[src/core/bca_pkg.sv]
/*
 * bca_pkg: shared constants of the breakpoint comparators A and B block:
 * register offsets, field positions, reset values and the operating mode type.
 * Assumes nothing of its surroundings; imported by every design file.
 */
package bca_pkg;

    // ----------------------------------------------------------------
    // bus widths
    // ----------------------------------------------------------------
    localparam int REG_ADDR_W = 8;
    localparam int REG_DATA_W = 8;
    localparam int CORE_ADDR_W = 16;
    localparam int CORE_DATA_W = 16;
    localparam int EXT_ADDR_W = 20;
    localparam int PAGE_W = 6;

    // ----------------------------------------------------------------
    // register offsets
    // ----------------------------------------------------------------
    localparam logic [7:0] OFS_CTL_ONE = 8'h20;
    localparam logic [7:0] OFS_CTL_TWO = 8'h21;
    localparam logic [7:0] OFS_CTL_THREE = 8'h29;
    localparam logic [7:0] OFS_A_EXT = 8'h2A;
    localparam logic [7:0] OFS_A_HIGH = 8'h2B;
    localparam logic [7:0] OFS_A_LOW = 8'h2C;
    localparam logic [7:0] OFS_B_EXT = 8'h2D;
    localparam logic [7:0] OFS_B_HIGH = 8'h2E;
    localparam logic [7:0] OFS_B_LOW = 8'h2F;
    localparam logic [7:0] OFS_STATUS = 8'h30;

    // ----------------------------------------------------------------
    // field positions
    // ----------------------------------------------------------------
    localparam int CTL1_TRC_EN_BIT = 7;
    localparam int CTL2_BRK_EN_BIT = 7;
    localparam int CTL2_FULL_BIT = 6;
    localparam int CTL3_A_MASK_HIGH_BIT = 7;
    localparam int CTL3_A_MASK_LOW_BIT = 6;
    localparam int CTL3_B_MASK_HIGH_BIT = 5;
    localparam int CTL3_B_MASK_LOW_BIT = 4;
    localparam int CTL3_A_DIR_EN_BIT = 3;
    localparam int CTL3_A_DIR_VAL_BIT = 2;
    localparam int CTL3_B_DIR_EN_BIT = 1;
    localparam int CTL3_B_DIR_VAL_BIT = 0;
    localparam int PG_SEL_LOW_BIT = 6;
    localparam int PG_SEL_HIGH_BIT = 7;
    localparam int STAT_A_BIT = 0;
    localparam int STAT_B_BIT = 1;
    localparam int STAT_FULL_BIT = 2;

    // ----------------------------------------------------------------
    // reset values
    // ----------------------------------------------------------------
    localparam logic [7:0] REG_RESET = 8'h00;

    // ----------------------------------------------------------------
    // operating mode
    // ----------------------------------------------------------------
    typedef enum logic [1:0] {MODE_OFF, MODE_BRK, MODE_TRC} bca_mode_t;

endpackage

[src/core/bca_addr_cmp.sv]
/*
 * bca_addr_cmp: combinational address comparator, used for comparator A and B.
 * Assumes the core bus signals are valid in the same cycle and the caller
 * gates the result by the operating mode.
 */
`timescale 1ns/100ps
`default_nettype none
module bca_addr_cmp
(
    input wire logic mode_brk_in,
    input wire logic [7:0] ext_reg_in,
    input wire logic [7:0] high_in,
    input wire logic [7:0] low_in,
    input wire logic mask_high_in,
    input wire logic mask_low_in,
    input wire logic dir_en_in,
    input wire logic dir_val_in,
    input wire logic [bca_pkg::CORE_ADDR_W-1:0] addr_in,
    input wire logic [bca_pkg::EXT_ADDR_W-1:0] ext_addr_in,
    input wire logic [bca_pkg::PAGE_W-1:0] page_in,
    input wire logic page_prog_in,
    input wire logic flash_in,
    input wire logic read_in,
    output logic match_out
);
    import bca_pkg::*;

    // ----------------------------------------------------------------
    // paging choice
    // ----------------------------------------------------------------
    // selector top bit never looked at
    wire logic paged = mode_brk_in ? flash_in : ext_reg_in[PG_SEL_LOW_BIT];
    wire logic ext_use = paged & page_prog_in;
    wire logic [5:0] ext_ref = mode_brk_in ? ext_addr_in[19:14] : page_in;
    wire logic ext_ok = !ext_use || (ext_reg_in[5:0] == ext_ref);

    // ----------------------------------------------------------------
    // byte compares
    // ----------------------------------------------------------------
    wire logic top_ok = mode_brk_in || (high_in[7:6] == ext_addr_in[15:14]);
    wire logic hi_paged_ok = top_ok && (high_in[5:0] == addr_in[13:8]);
    wire logic hi_ok = paged ? hi_paged_ok : (high_in == addr_in[15:8]);
    wire logic lo_ok = (low_in == addr_in[7:0]);
    // 1:0 falls back to a full compare
    wire logic cmp_hi = !(mask_high_in && mask_low_in);
    wire logic cmp_lo = !mask_low_in;
    wire logic dir_ok = !dir_en_in || (dir_val_in == read_in);

    assign match_out = ext_ok && (!cmp_hi || hi_ok) && (!cmp_lo || lo_ok) && dir_ok;

endmodule
`default_nettype wire

[src/core/bca_data_cmp.sv]
/*
 * bca_data_cmp: combinational data comparator of comparator B in full mode.
 * Assumes the core data bus is valid in the cycle it is compared.
 */
`timescale 1ns/100ps
`default_nettype none
module bca_data_cmp
(
    input wire logic [7:0] high_in,
    input wire logic [7:0] low_in,
    input wire logic mask_high_in,
    input wire logic mask_low_in,
    input wire logic [bca_pkg::CORE_DATA_W-1:0] data_in,
    output logic match_out
);
    import bca_pkg::*;

    // ----------------------------------------------------------------
    // byte masked data compare
    // ----------------------------------------------------------------
    wire logic hi_ok = mask_high_in || (high_in == data_in[15:8]);
    wire logic lo_ok = mask_low_in || (low_in == data_in[7:0]);

    assign match_out = hi_ok && lo_ok;

endmodule
`default_nettype wire

[src/core/bca_top.sv]
/*
 * bca_top: breakpoint comparators A and B with their register file.
 * Assumes a core bus that presents address, data, page and direction with a
 * valid strobe, synchronous to clk_in, and a plain register port.
 */
// Contract
// comparator B uses bus direction only when its direction enable is 1.
// direction value 0 matches writes, 1 matches reads; ignored when disabled.
// in full mode comparator B direction bits have no effect.
// first mask x:0 compares all bytes; 0:1 skips low byte.
// second mask x:0 full, 0:1 skips low, 1:1 extended only.
// extended compare bits count only when a program page is selected.
// full mode B mask: 00 both, 01 high, 10 low, 11 none.
// in full mode B extended bits never take part.
// in debug mode page selector picks the paging kind.
// upper page selector bit is ignored.
// breakpoint mode: extended bits compare address 19:14 on flash access.
// breakpoint mode: non-flash high byte full, flash high 5:0 only.
// debug paging: high bits 7:6 compare extended address 15:14.
// software leaves page selector 00 in breakpoint mode.
// compare bits match address bits exactly; registers reset to zero.
// in debug mode extended bits compare against the core page signal.
// mask setting 1:0 acts as a full compare.
// breakpoint enable overrides debug enable; neither means inactive.
// full mode needs A address and B data match together.
// match reported for the bus cycle where all fields agree.
`timescale 1ns/100ps
`default_nettype none
module bca_top
(
    input wire logic clk_in,
    input wire logic rst_b_in,
    input wire logic [bca_pkg::REG_ADDR_W-1:0] reg_addr_in,
    input wire logic [bca_pkg::REG_DATA_W-1:0] reg_wdata_in,
    input wire logic reg_wr_in,
    input wire logic reg_rd_in,
    output logic [bca_pkg::REG_DATA_W-1:0] reg_rdata_out,
    input wire logic core_valid_in,
    input wire logic [bca_pkg::CORE_ADDR_W-1:0] core_address_bus_in,
    input wire logic [bca_pkg::CORE_DATA_W-1:0] core_data_in,
    input wire logic [bca_pkg::EXT_ADDR_W-1:0] extended_address_bus_in,
    input wire logic [bca_pkg::PAGE_W-1:0] program_page_in,
    input wire logic program_page_sel_in,
    input wire logic flash_access_in,
    input wire logic core_read_in,
    output logic match_a_out,
    output logic match_b_out,
    output logic full_match_out
);
    import bca_pkg::*;

    // ----------------------------------------------------------------
    // registers
    // ----------------------------------------------------------------
    logic [7:0] debug_control_one_r;
    logic [7:0] debug_control_two_r;
    logic [7:0] debug_control_three_r;
    logic [7:0] comparator_a_extended_r;
    logic [7:0] comparator_a_high_r;
    logic [7:0] comparator_a_low_r;
    logic [7:0] comparator_b_extended_r;
    logic [7:0] comparator_b_high_r;
    logic [7:0] comparator_b_low_r;
    logic [7:0] rdata_r;
    logic match_a_r;
    logic match_b_r;
    logic full_match_r;

    // ----------------------------------------------------------------
    // write decode
    // ----------------------------------------------------------------
    function automatic logic hit(input logic [7:0] addr, input logic [7:0] ofs);
        hit = (addr == ofs);
    endfunction

    wire logic wr_ctl1 = reg_wr_in && hit(reg_addr_in, OFS_CTL_ONE);
    wire logic wr_ctl2 = reg_wr_in && hit(reg_addr_in, OFS_CTL_TWO);
    wire logic wr_ctl3 = reg_wr_in && hit(reg_addr_in, OFS_CTL_THREE);
    wire logic wr_a_ext = reg_wr_in && hit(reg_addr_in, OFS_A_EXT);
    wire logic wr_a_high = reg_wr_in && hit(reg_addr_in, OFS_A_HIGH);
    wire logic wr_a_low = reg_wr_in && hit(reg_addr_in, OFS_A_LOW);
    wire logic wr_b_ext = reg_wr_in && hit(reg_addr_in, OFS_B_EXT);
    wire logic wr_b_high = reg_wr_in && hit(reg_addr_in, OFS_B_HIGH);
    wire logic wr_b_low = reg_wr_in && hit(reg_addr_in, OFS_B_LOW);

    // ----------------------------------------------------------------
    // control fields
    // ----------------------------------------------------------------
    wire logic trace_debug_enable = debug_control_one_r[CTL1_TRC_EN_BIT];
    wire logic breakpoint_mode_enable = debug_control_two_r[CTL2_BRK_EN_BIT];
    wire logic first_addr_mask_high = debug_control_three_r[CTL3_A_MASK_HIGH_BIT];
    wire logic first_addr_mask_low = debug_control_three_r[CTL3_A_MASK_LOW_BIT];
    wire logic second_mask_high = debug_control_three_r[CTL3_B_MASK_HIGH_BIT];
    wire logic second_mask_low = debug_control_three_r[CTL3_B_MASK_LOW_BIT];
    wire logic cmp_a_dir_enable = debug_control_three_r[CTL3_A_DIR_EN_BIT];
    wire logic cmp_a_dir_value = debug_control_three_r[CTL3_A_DIR_VAL_BIT];
    wire logic cmp_b_dir_enable = debug_control_three_r[CTL3_B_DIR_EN_BIT];
    wire logic cmp_b_dir_value = debug_control_three_r[CTL3_B_DIR_VAL_BIT];

    // ----------------------------------------------------------------
    // mode select
    // ----------------------------------------------------------------
    // breakpoint enable wins over debug enable
    wire bca_mode_t mode = breakpoint_mode_enable ? MODE_BRK :
        (trace_debug_enable ? MODE_TRC : MODE_OFF);
    wire logic mode_brk = (mode == MODE_BRK);
    wire logic active = (mode != MODE_OFF) && core_valid_in;
    wire logic full_mode = mode_brk && debug_control_two_r[CTL2_FULL_BIT];
    // direction bits of B dropped in full mode
    wire logic b_dir_en = cmp_b_dir_enable && !full_mode;

    // ----------------------------------------------------------------
    // comparators
    // ----------------------------------------------------------------
    logic a_addr_hit;
    logic b_addr_hit;
    logic b_data_hit;

    bca_addr_cmp u_cmp_a
    (
        .mode_brk_in(mode_brk),
        .ext_reg_in(comparator_a_extended_r),
        .high_in(comparator_a_high_r),
        .low_in(comparator_a_low_r),
        .mask_high_in(first_addr_mask_high),
        .mask_low_in(first_addr_mask_low),
        .dir_en_in(cmp_a_dir_enable),
        .dir_val_in(cmp_a_dir_value),
        .addr_in(core_address_bus_in),
        .ext_addr_in(extended_address_bus_in),
        .page_in(program_page_in),
        .page_prog_in(program_page_sel_in),
        .flash_in(flash_access_in),
        .read_in(core_read_in),
        .match_out(a_addr_hit)
    );

    bca_addr_cmp u_cmp_b
    (
        .mode_brk_in(mode_brk),
        .ext_reg_in(comparator_b_extended_r),
        .high_in(comparator_b_high_r),
        .low_in(comparator_b_low_r),
        .mask_high_in(second_mask_high),
        .mask_low_in(second_mask_low),
        .dir_en_in(b_dir_en),
        .dir_val_in(cmp_b_dir_value),
        .addr_in(core_address_bus_in),
        .ext_addr_in(extended_address_bus_in),
        .page_in(program_page_in),
        .page_prog_in(program_page_sel_in),
        .flash_in(flash_access_in),
        .read_in(core_read_in),
        .match_out(b_addr_hit)
    );

    // extended bits of B not wired in here
    bca_data_cmp u_data_b
    (
        .high_in(comparator_b_high_r),
        .low_in(comparator_b_low_r),
        .mask_high_in(second_mask_high),
        .mask_low_in(second_mask_low),
        .data_in(core_data_in),
        .match_out(b_data_hit)
    );

    // ----------------------------------------------------------------
    // match results
    // ----------------------------------------------------------------
    wire logic match_a_nxt = active && a_addr_hit;
    wire logic match_b_nxt = active && (full_mode ? b_data_hit : b_addr_hit);
    wire logic full_match_nxt = full_mode && match_a_nxt && match_b_nxt;

    // ----------------------------------------------------------------
    // read mux
    // ----------------------------------------------------------------
    wire logic [7:0] status = {5'h00, full_match_r, match_b_r, match_a_r};
    wire logic [7:0] rsel =
        hit(reg_addr_in, OFS_CTL_ONE) ? debug_control_one_r :
        hit(reg_addr_in, OFS_CTL_TWO) ? debug_control_two_r :
        hit(reg_addr_in, OFS_CTL_THREE) ? debug_control_three_r :
        hit(reg_addr_in, OFS_A_EXT) ? comparator_a_extended_r :
        hit(reg_addr_in, OFS_A_HIGH) ? comparator_a_high_r :
        hit(reg_addr_in, OFS_A_LOW) ? comparator_a_low_r :
        hit(reg_addr_in, OFS_B_EXT) ? comparator_b_extended_r :
        hit(reg_addr_in, OFS_B_HIGH) ? comparator_b_high_r :
        hit(reg_addr_in, OFS_B_LOW) ? comparator_b_low_r :
        hit(reg_addr_in, OFS_STATUS) ? status : 8'h00;
    wire logic [7:0] rdata_nxt = reg_rd_in ? rsel : 8'h00;

    // ----------------------------------------------------------------
    // register file
    // ----------------------------------------------------------------
    always_ff @(posedge clk_in or negedge rst_b_in)
    begin
        if (!rst_b_in)
        begin
            debug_control_one_r <= REG_RESET;
            debug_control_two_r <= REG_RESET;
            debug_control_three_r <= REG_RESET;
            comparator_a_extended_r <= REG_RESET;
            comparator_a_high_r <= REG_RESET;
            comparator_a_low_r <= REG_RESET;
            comparator_b_extended_r <= REG_RESET;
            comparator_b_high_r <= REG_RESET;
            comparator_b_low_r <= REG_RESET;
        end
        else
        begin
            if (wr_ctl1)
                debug_control_one_r <= reg_wdata_in;
            if (wr_ctl2)
                debug_control_two_r <= reg_wdata_in;
            if (wr_ctl3)
                debug_control_three_r <= reg_wdata_in;
            if (wr_a_ext)
                comparator_a_extended_r <= reg_wdata_in;
            if (wr_a_high)
                comparator_a_high_r <= reg_wdata_in;
            if (wr_a_low)
                comparator_a_low_r <= reg_wdata_in;
            if (wr_b_ext)
                comparator_b_extended_r <= reg_wdata_in;
            if (wr_b_high)
                comparator_b_high_r <= reg_wdata_in;
            if (wr_b_low)
                comparator_b_low_r <= reg_wdata_in;
        end
    end

    // ----------------------------------------------------------------
    // output flops
    // ----------------------------------------------------------------
    always_ff @(posedge clk_in or negedge rst_b_in)
    begin
        if (!rst_b_in)
        begin
            rdata_r <= 8'h00;
            match_a_r <= 1'b0;
            match_b_r <= 1'b0;
            full_match_r <= 1'b0;
        end
        else
        begin
            rdata_r <= rdata_nxt;
            match_a_r <= match_a_nxt;
            match_b_r <= match_b_nxt;
            full_match_r <= full_match_nxt;
        end
    end

    assign reg_rdata_out = rdata_r;
    assign match_a_out = match_a_r;
    assign match_b_out = match_b_r;
    assign full_match_out = full_match_r;

    wire logic b_plain = (mode != MODE_OFF) && !full_mode && core_valid_in;
    wire logic trc_flat = (mode == MODE_TRC) && !comparator_a_extended_r[PG_SEL_LOW_BIT];
endmodule
`default_nettype wire

[config.mk]
export PLATFORM = sky130hd
export DESIGN_NAME = bca_top
export DESIGN_NICKNAME = d
export VERILOG_FILES = /design/src/core/bca_pkg.sv /design/src/core/bca_addr_cmp.sv /design/src/core/bca_data_cmp.sv /design/src/core/bca_top.sv
export SDC_FILE = /design/constraint.sdc
export NUM_CORES = 1
export LEC_CHECK = 0
export ABC_CLOCK_PERIOD_IN_PS = 2500
export BUFFER_PORTS_ARGS = -buffer_cell sky130_fd_sc_hd__buf_2
export CAP_MARGIN = 5
export CORE_ASPECT_RATIO = 0.75
export CORE_MARGIN = 2
export CORE_UTILIZATION = 55
export DETAILED_ROUTE_END_ITERATION = 6
export PLACE_DENSITY_LB_ADDON = 0.25
export SETUP_SLACK_MARGIN = 0.05
export SLEW_MARGIN = 20
export SYNTH_ARGS = -nofsm -noshare
export SYNTH_HDL_FRONTEND = slang
export SYNTH_SLANG_ARGS = --single-unit
[constraint.sdc]
create_clock -name clk_in -period 2.5 [get_ports clk_in]
set_input_delay 0 -clock clk_in [delete_from_list [all_inputs] [get_ports clk_in]]
set_output_delay 0 -clock clk_in [all_outputs]
set_load 0.02 [all_outputs]
==> results.py, run 1 <==
metrics = {
    "cells_and_area": {
        "final.fill_count": 611,
        "syn_to_final_growth_pct": 16.4,
        "fin_util_pct": 67.2,
        "drive_above_1_share_pct": 26.2,
        "regArea_um2": 2080,
        "nets": 557,
        "multi_input_area_um2": 2480,
        "final_common_cell": "dfrtp_1",
        "insertedDiodeCount": 0,
        "final_cell_mix": "dfrtp_1 (83), buf_2 (77), mux2_1 (65)",
    },
    "floorplanning": {
        "die_w_um": 110,
        "die_y_um": 83.5,
        "rows": 28,
        "pin_count": 93,
        "core_area_um2": 8020,
        "initial_core_util_pct": 57.7,
        "dieArea_um2": 9180,
    },
    "detailed_routing": {
        "vias_per_cell": 6.16,
        "drc": 0,
        "drt-total-wl_um": 12600,
        "first_pass_iters": 5,
        "drt-initial-drc-count": 368,
        "routedWlPerCell_um": 21.7,
        "num_vias": 3593,
        "ant_nets": 0,
    },
    "power": {
        "seqPwrFrac_pct": 49.3,
        "cellPowerDensity_nw_per_um2": 551,
        "p_clk_share_pct": 38.0,
        "power.net_switching_uw": 746,
        "peakVddDrop_v": 0.000314,
        "p_int_mw": 2.22,
        "total_power_mw": 2.97,
        "swShare_pct": 25.1,
        "p_comb_share_pct": 12.7,
        "p_leak_nw": 2.65,
    },
    "clock_tree": {
        "post_cts_buffers": 0,
        "clkTransAtPathRegs_ns": 0.08,
        "clk_latency_ns": 0.36,
        "clock_sinks": 83,
        "numCtsBuffers": 9,
        "clockBufferDepth": 2,
        "cts_tree": "built",
        "cts-htree-levels": 3,
        "root_buffer": "clkbuf_8",
    },
    "sta": {
        "period_share_pct": 92.3,
        "setup_viol": 0,
        "hold_viol": 0,
        "slew_violations": 0,
        "skew_ns": 0.00545,
        "setup-tns-final_ns": 0,
        "relSlewSlack_pct": 48.9,
        "rsz0062_at_grt": "no",
        "fin_crit_ns": 2.31,
        "max_freq_mhz": 433,
        "worstMarginPinSlew_ns": 0.767,
    },
    "critical_path": {
        "setup.worst_path.start": "debug_control_two_r[7]$_DFFE_PN0P_",
        "cp_common_cell": "nor4_2",
        "slowest_delay_ns": 0.73,
        "cpMaxStageDelayCell": "dfrtp_1",
        "cp-end-kind": "flip-flop",
        "crit-reg2reg-capture": "full_match_out$_DFF_PN0_",
        "r2r_cells": 6,
        "worst-setup-path-type": "flip-flop to flip-flop",
        "r2r_slack_ns": 0.19,
        "critPathMaxFanout": 11,
        "cp.arrival_ns": 2.61,
        "startpoint_type": "flip-flop",
        "timing.rr.start": "debug_control_two_r[7]$_DFFE_PN0P_",
        "path_cells": "mux2i_1 > xnor2_1 > nor4_2 > a31oi_1 > nor4_2 > and4_1",
        "cp_data_required_time_ns": 2.80,
    },
    "job": {
        "maxCapViolCount": 0,
    },
    "global_routing": {
        "overflow": 0,
        "grt_pass1_wl_um": 19600,
        "antenna_found_initial": 0,
        "grt_pass1_vias": 3607,
        "grt_max_degree": 84,
        "grtUsageTotal_pct": 28.9,
    },
    "worst_hold_path": {
        "hold_end": "comparator_a_high_r[7]$_DFFE_PN0P_",
        "holdPathStages": 2,
        "min_path_type": "input pin to flip-flop",
        "min_from": "reg_wdata_in[7]",
    },
    "logic_synthesis": {
        "async_flop_share_pct": 100,
        "syn-num-nets": 472,
        "synth_edf_count": 0,
        "ys_types": 45,
        "synth_cells": 390,
        "avgSynthCellArea_um2": 11.9,
        "ys_seq_area_share_pct": 44.8,
        "netlist_area_um2": 4630,
        "synth_ff_type": "dfrtp_1",
        "synth_warnings": 0,
        "ys_ff_latch": 83,
    },
    "placement": {
        "hpwlAfterDp_um": 9490,
        "place_congestion": 0.894,
        "io_buffers": 78,
    },
    "outcome": {
        "status": "finished, final reports clean",
    },
}
## routing by layer
metal | GRT usage, % | wire, um | vias to the layer above
met5 | 0 | 0 | -
met4 | 6.79 | 139 | 0
met3 | 6.56 | 1030 | 16
met2 | 44.1 | 5890 | 153
met1 | 41.8 | 5580 | 1821
li1 | - | - | 1603
## cells in the mapped netlist, types with 3 or more instances
cell type	n	area (um2)
xnor2_1	32	280
nor4_1	8	50.1
mux2_1	65	732
mux2i_1	8	80.1
a21oi_1	16	80.1
nor2_1	13	48.8
nand2_1	19	71.3
dfrtp_1	83	2080
clkbuf_1	4	15.0
o211ai_1	3	22.5
o21ai_1	3	15.0
mux2_2	13	146
o21ai_0	8	40.0
nand4_1	5	31.3
mux4_2	6	135
a31oi_1	10	62.6
nand3_1	8	40.0
nor2b_1	3	18.8
buf_2	5	25.0
xor2_1	34	298
nor3_1	5	25.0
nand2b_1	3	18.8
a22oi_1	3	22.5
o221ai_1	4	35.0
## how the worst max path moves through the flow
stage / end / slack, ns / cells after the start
6_report: full_match_out$_DFF_PN0_ / 0.19 / 6
5_1_grt: full_match_out$_DFF_PN0_ / 0.06 / 6
4_1_cts: full_match_out$_DFF_PN0_ / 0.21 / 6
3_5_place_dp: full_match_out$_DFF_PN0_ / 0.22 / 6
3_3_place_gp: full_match_out$_DFF_PN0_ / 0.32 / 6
2_1_floorplan: full_match_out$_DFF_PN0_ / 0.75 / 8
## repair_timing
action                                 in CTS  in global routing
resized for setup                           0                  0
hold buffers                                4                  0
endpoints found under the hold margin      93                  0
## logic make-up (layout without fill, tap and decap cells)
family                 after synthesis  after routing  share of synthesized area (%)
flip-flops                          83             83                           44.8
XOR/XNOR                            66             66                           12.5
AO/OA/AOI/OAI                       56             56                           7.73
buffers and inverters               13            101                           1.51
multiplexers                        93             93                           23.9
AND/OR/NAND/NOR                     79             79                           9.54
## final cells by class
cell class / count / area share [%]
repair buffers: 86 / 8.66
well taps: 105 / 2.44
clock buffers: 9 / 2.30
clock inverters: 5 / 1.93
flip-flops and latches: 83 / 38.5
inverters: 1 / 0.0696
multi-input cells: 294 / 46.1
## flip-flops by register name, indices dropped and copies added (netlist names)
register / count
comparator_a_extended_r: 8
comparator_b_extended_r: 8
comparator_b_high_r: 8
debug_control_two_r: 8
debug_control_one_r: 8
full_match_out: 1
comparator_a_high_r: 8
reg_rdata_out: 8
match_b_out: 1
debug_control_three_r: 8
comparator_b_low_r: 8
comparator_a_low_r: 8
match_a_out: 1
## through the flow
stage	hold slack, ns	cell area (um2)	setup slack, ns	instances
3_3_place_gp	0.236	5120	0.324	565
3_5_place_dp	0.242	5120	0.223	565
4_1_cts	0.00171	5390	0.205	583
5_1_grt	0.0329	5390	0.0600	583
6_report	0.0140	5390	0.193	583
2_1_floorplan	-0.296	4630	0.747	390
## worst max-delay path, delay by kind of cell, from the launching register on
family	cells	cell delay, ns
mux	1	0.40
simple gates	3	0.81
xor+xnor	1	0.17
compound gates	1	0.14
flops	1	0.73
## power groups by stage
stage               clock, mW  sequential, mW  combinational (mW)
floorplan                   0            1.46               0.210
global placement            0            1.49               0.355
detailed placement          0            1.49               0.367
CTS                      1.15            1.46               0.374
global route             1.19            1.47               0.411
finish                   1.13            1.46               0.376
(Power assumes the default switching activity.)
==> run 2, diff against run 1 <==
--- a/config.mk
+++ b/config.mk
@@ -11,6 +11,7 @@
 export CORE_ASPECT_RATIO = 0.75
 export CORE_MARGIN = 2
 export CORE_UTILIZATION = 55
+export CTS_BUF_LIST = sky130_fd_sc_hd__clkbuf_16
 export DETAILED_ROUTE_END_ITERATION = 6
 export PLACE_DENSITY_LB_ADDON = 0.25
 export SETUP_SLACK_MARGIN = 0.05
==> results.py, run 2 (synthesis results as in run 1) <==
metrics = {
    "global_routing": {
        "grt_max_degree": 84,
        "grt_pass1_wl_um": 20000,
        "antenna_found_initial": 0,
        "overflow": 0,
        "grt_pass1_vias": 3613,
        "grtUsageTotal_pct": 29.7,
    },
    "floorplanning": {
        "initial_core_util_pct": 57.7,
        "rows": 28,
        "pin_count": 93,
        "dieArea_um2": 9180,
        "die_w_um": 110,
        "die_y_um": 83.5,
        "core_area_um2": 8020,
    },
    "clock_tree": {
        "cts_tree": "built",
        "clock_sinks": 83,
        "ctsResizeCount": 0,
        "cts-htree-levels": 3,
        "clockBufferDepth": 2,
        "numCtsBuffers": 9,
        "clk_latency_ns": 0.34,
        "holdBufCountCts": 2,
        "root_buffer": "clkbuf_16",
        "clkTransAtPathRegs_ns": 0.06,
        "post_cts_buffers": 0,
    },
    "power": {
        "total_power_mw": 3.33,
        "cellPowerDensity_nw_per_um2": 609,
        "peakVddDrop_v": 0.000326,
        "p_leak_nw": 2.68,
    },
    "sta": {
        "hold_viol": 0,
        "setup_viol": 0,
        "slew_violations": 0,
        "relSlewSlack_pct": 49.7,
        "setup-tns-final_ns": 0,
        "rsz0062_at_grt": "no",
        "worstMarginPinSlew_ns": 0.755,
        "skew_ns": 0.00656,
        "period_share_pct": 91.8,
        "fin_crit_ns": 2.29,
        "max_freq_mhz": 436,
    },
    "critical_path": {
        "r2r_slack_ns": 0.21,
        "cp_data_required_time_ns": 2.78,
        "cp-end-kind": "flip-flop",
        "r2r_cells": 6,
        "cp.arrival_ns": 2.57,
        "timing.rr.start": "debug_control_two_r[7]$_DFFE_PN0P_",
        "startpoint_type": "flip-flop",
        "crit-reg2reg-capture": "full_match_out$_DFF_PN0_",
        "critPathMaxFanout": 11,
        "worst-setup-path-type": "flip-flop to flip-flop",
    },
    "placement": {
        "io_buffers": 78,
        "hpwlAfterDp_um": 9490,
        "place_congestion": 0.894,
    },
    "detailed_routing": {
        "routedWlPerCell_um": 22.2,
        "drc": 0,
        "drt-total-wl_um": 12900,
        "drt-initial-drc-count": 325,
        "num_vias": 3609,
        "ant_nets": 0,
        "first_pass_iters": 6,
        "vias_per_cell": 6.21,
    },
    "cells_and_area": {
        "syn_to_final_growth_pct": 18.2,
        "final_cell_mix": "dfrtp_1 (83), buf_2 (77), mux2_1 (65)",
        "nets": 555,
        "final.fill_count": 607,
        "insertedDiodeCount": 0,
        "drive_above_1_share_pct": 26.3,
        "final_common_cell": "dfrtp_1",
    },
    "outcome": {
        "status": "finished, final reports clean",
    },
    "worst_hold_path": {
        "hold_end": "match_a_out$_DFF_PN0_",
        "min_from": "core_valid_in",
        "holdPathStages": 3,
        "min_path_type": "input pin to flip-flop",
    },
    "job": {
        "maxCapViolCount": 0,
    },
}
## run 2: worst max path at each step
stage,from,end,slack [ns],cells after the start
final,debug_control_two_r[7]$_DFFE_PN0P_,full_match_out$_DFF_PN0_,0.21,6
after global routing,debug_control_two_r[7]$_DFFE_PN0P_,full_match_out$_DFF_PN0_,0.05,6
after CTS,debug_control_two_r[7]$_DFFE_PN0P_,full_match_out$_DFF_PN0_,0.21,6
after detailed placement,debug_control_two_r[7]$_DFFE_PN0P_,full_match_out$_DFF_PN0_,0.22,6
after global placement,debug_control_two_r[7]$_DFFE_PN0P_,full_match_out$_DFF_PN0_,0.32,6
after floorplan,debug_control_two_r[7]$_DFFE_PN0P_,full_match_out$_DFF_PN0_,0.75,8
## run 2: power by group
group	total [mW]	switching, mW	internal [mW]
registers	1.47	0.0667	1.40
logic	0.377	0.206	0.172
clock network	1.49	0.525	0.964
## run 2: final cells by class
type / instances / area, um2 / area share (%)
clock buffer: 9 / 225 / 4.12
clock inverter: 5 / 104 / 1.90
inverter: 1 / 3.75 / 0.0686
multi-input combinational: 294 / 2480 / 45.4
sequential: 83 / 2080 / 38.0
tap: 105 / 131 / 2.40
timing repair buffer: 84 / 447 / 8.16
## run 2: routing by layer
metal	share of wire, %	wire, um	vias to the layer above	track usage [%]
li1	-	-	1599	-
met1	44	5720	1841	43.3
met2	46	5950	150	44.7
met3	7.7	992	19	7.03
met4	1.6	202	0	7.48
met5	0	0	-	0
## run 2: critical path, stage by stage (launching register included)
cell and delay, ns:
dfrtp_1 0.74, mux2i_1 0.40, xnor2_1 0.16, nor4_2 0.29
a31oi_1 0.13, nor4_2 0.29, and4_1 0.22
## run 2: metrics by stage
stage / utilization [%] / instance area [um2] / hold slack (ns) / instances / setup WS (ns)
floorplan: - / 4630 / -0.296 / 390 / 0.747
global placement: 63.8 / 5120 / 0.236 / 565 / 0.324
detailed placement: 63.8 / 5120 / 0.242 / 565 / 0.223
CTS: 68.2 / 5470 / 0.0149 / 581 / 0.211
global route: 68.2 / 5470 / 0.0198 / 581 / 0.0513
finish: 68.2 / 5470 / 0.0238 / 581 / 0.206
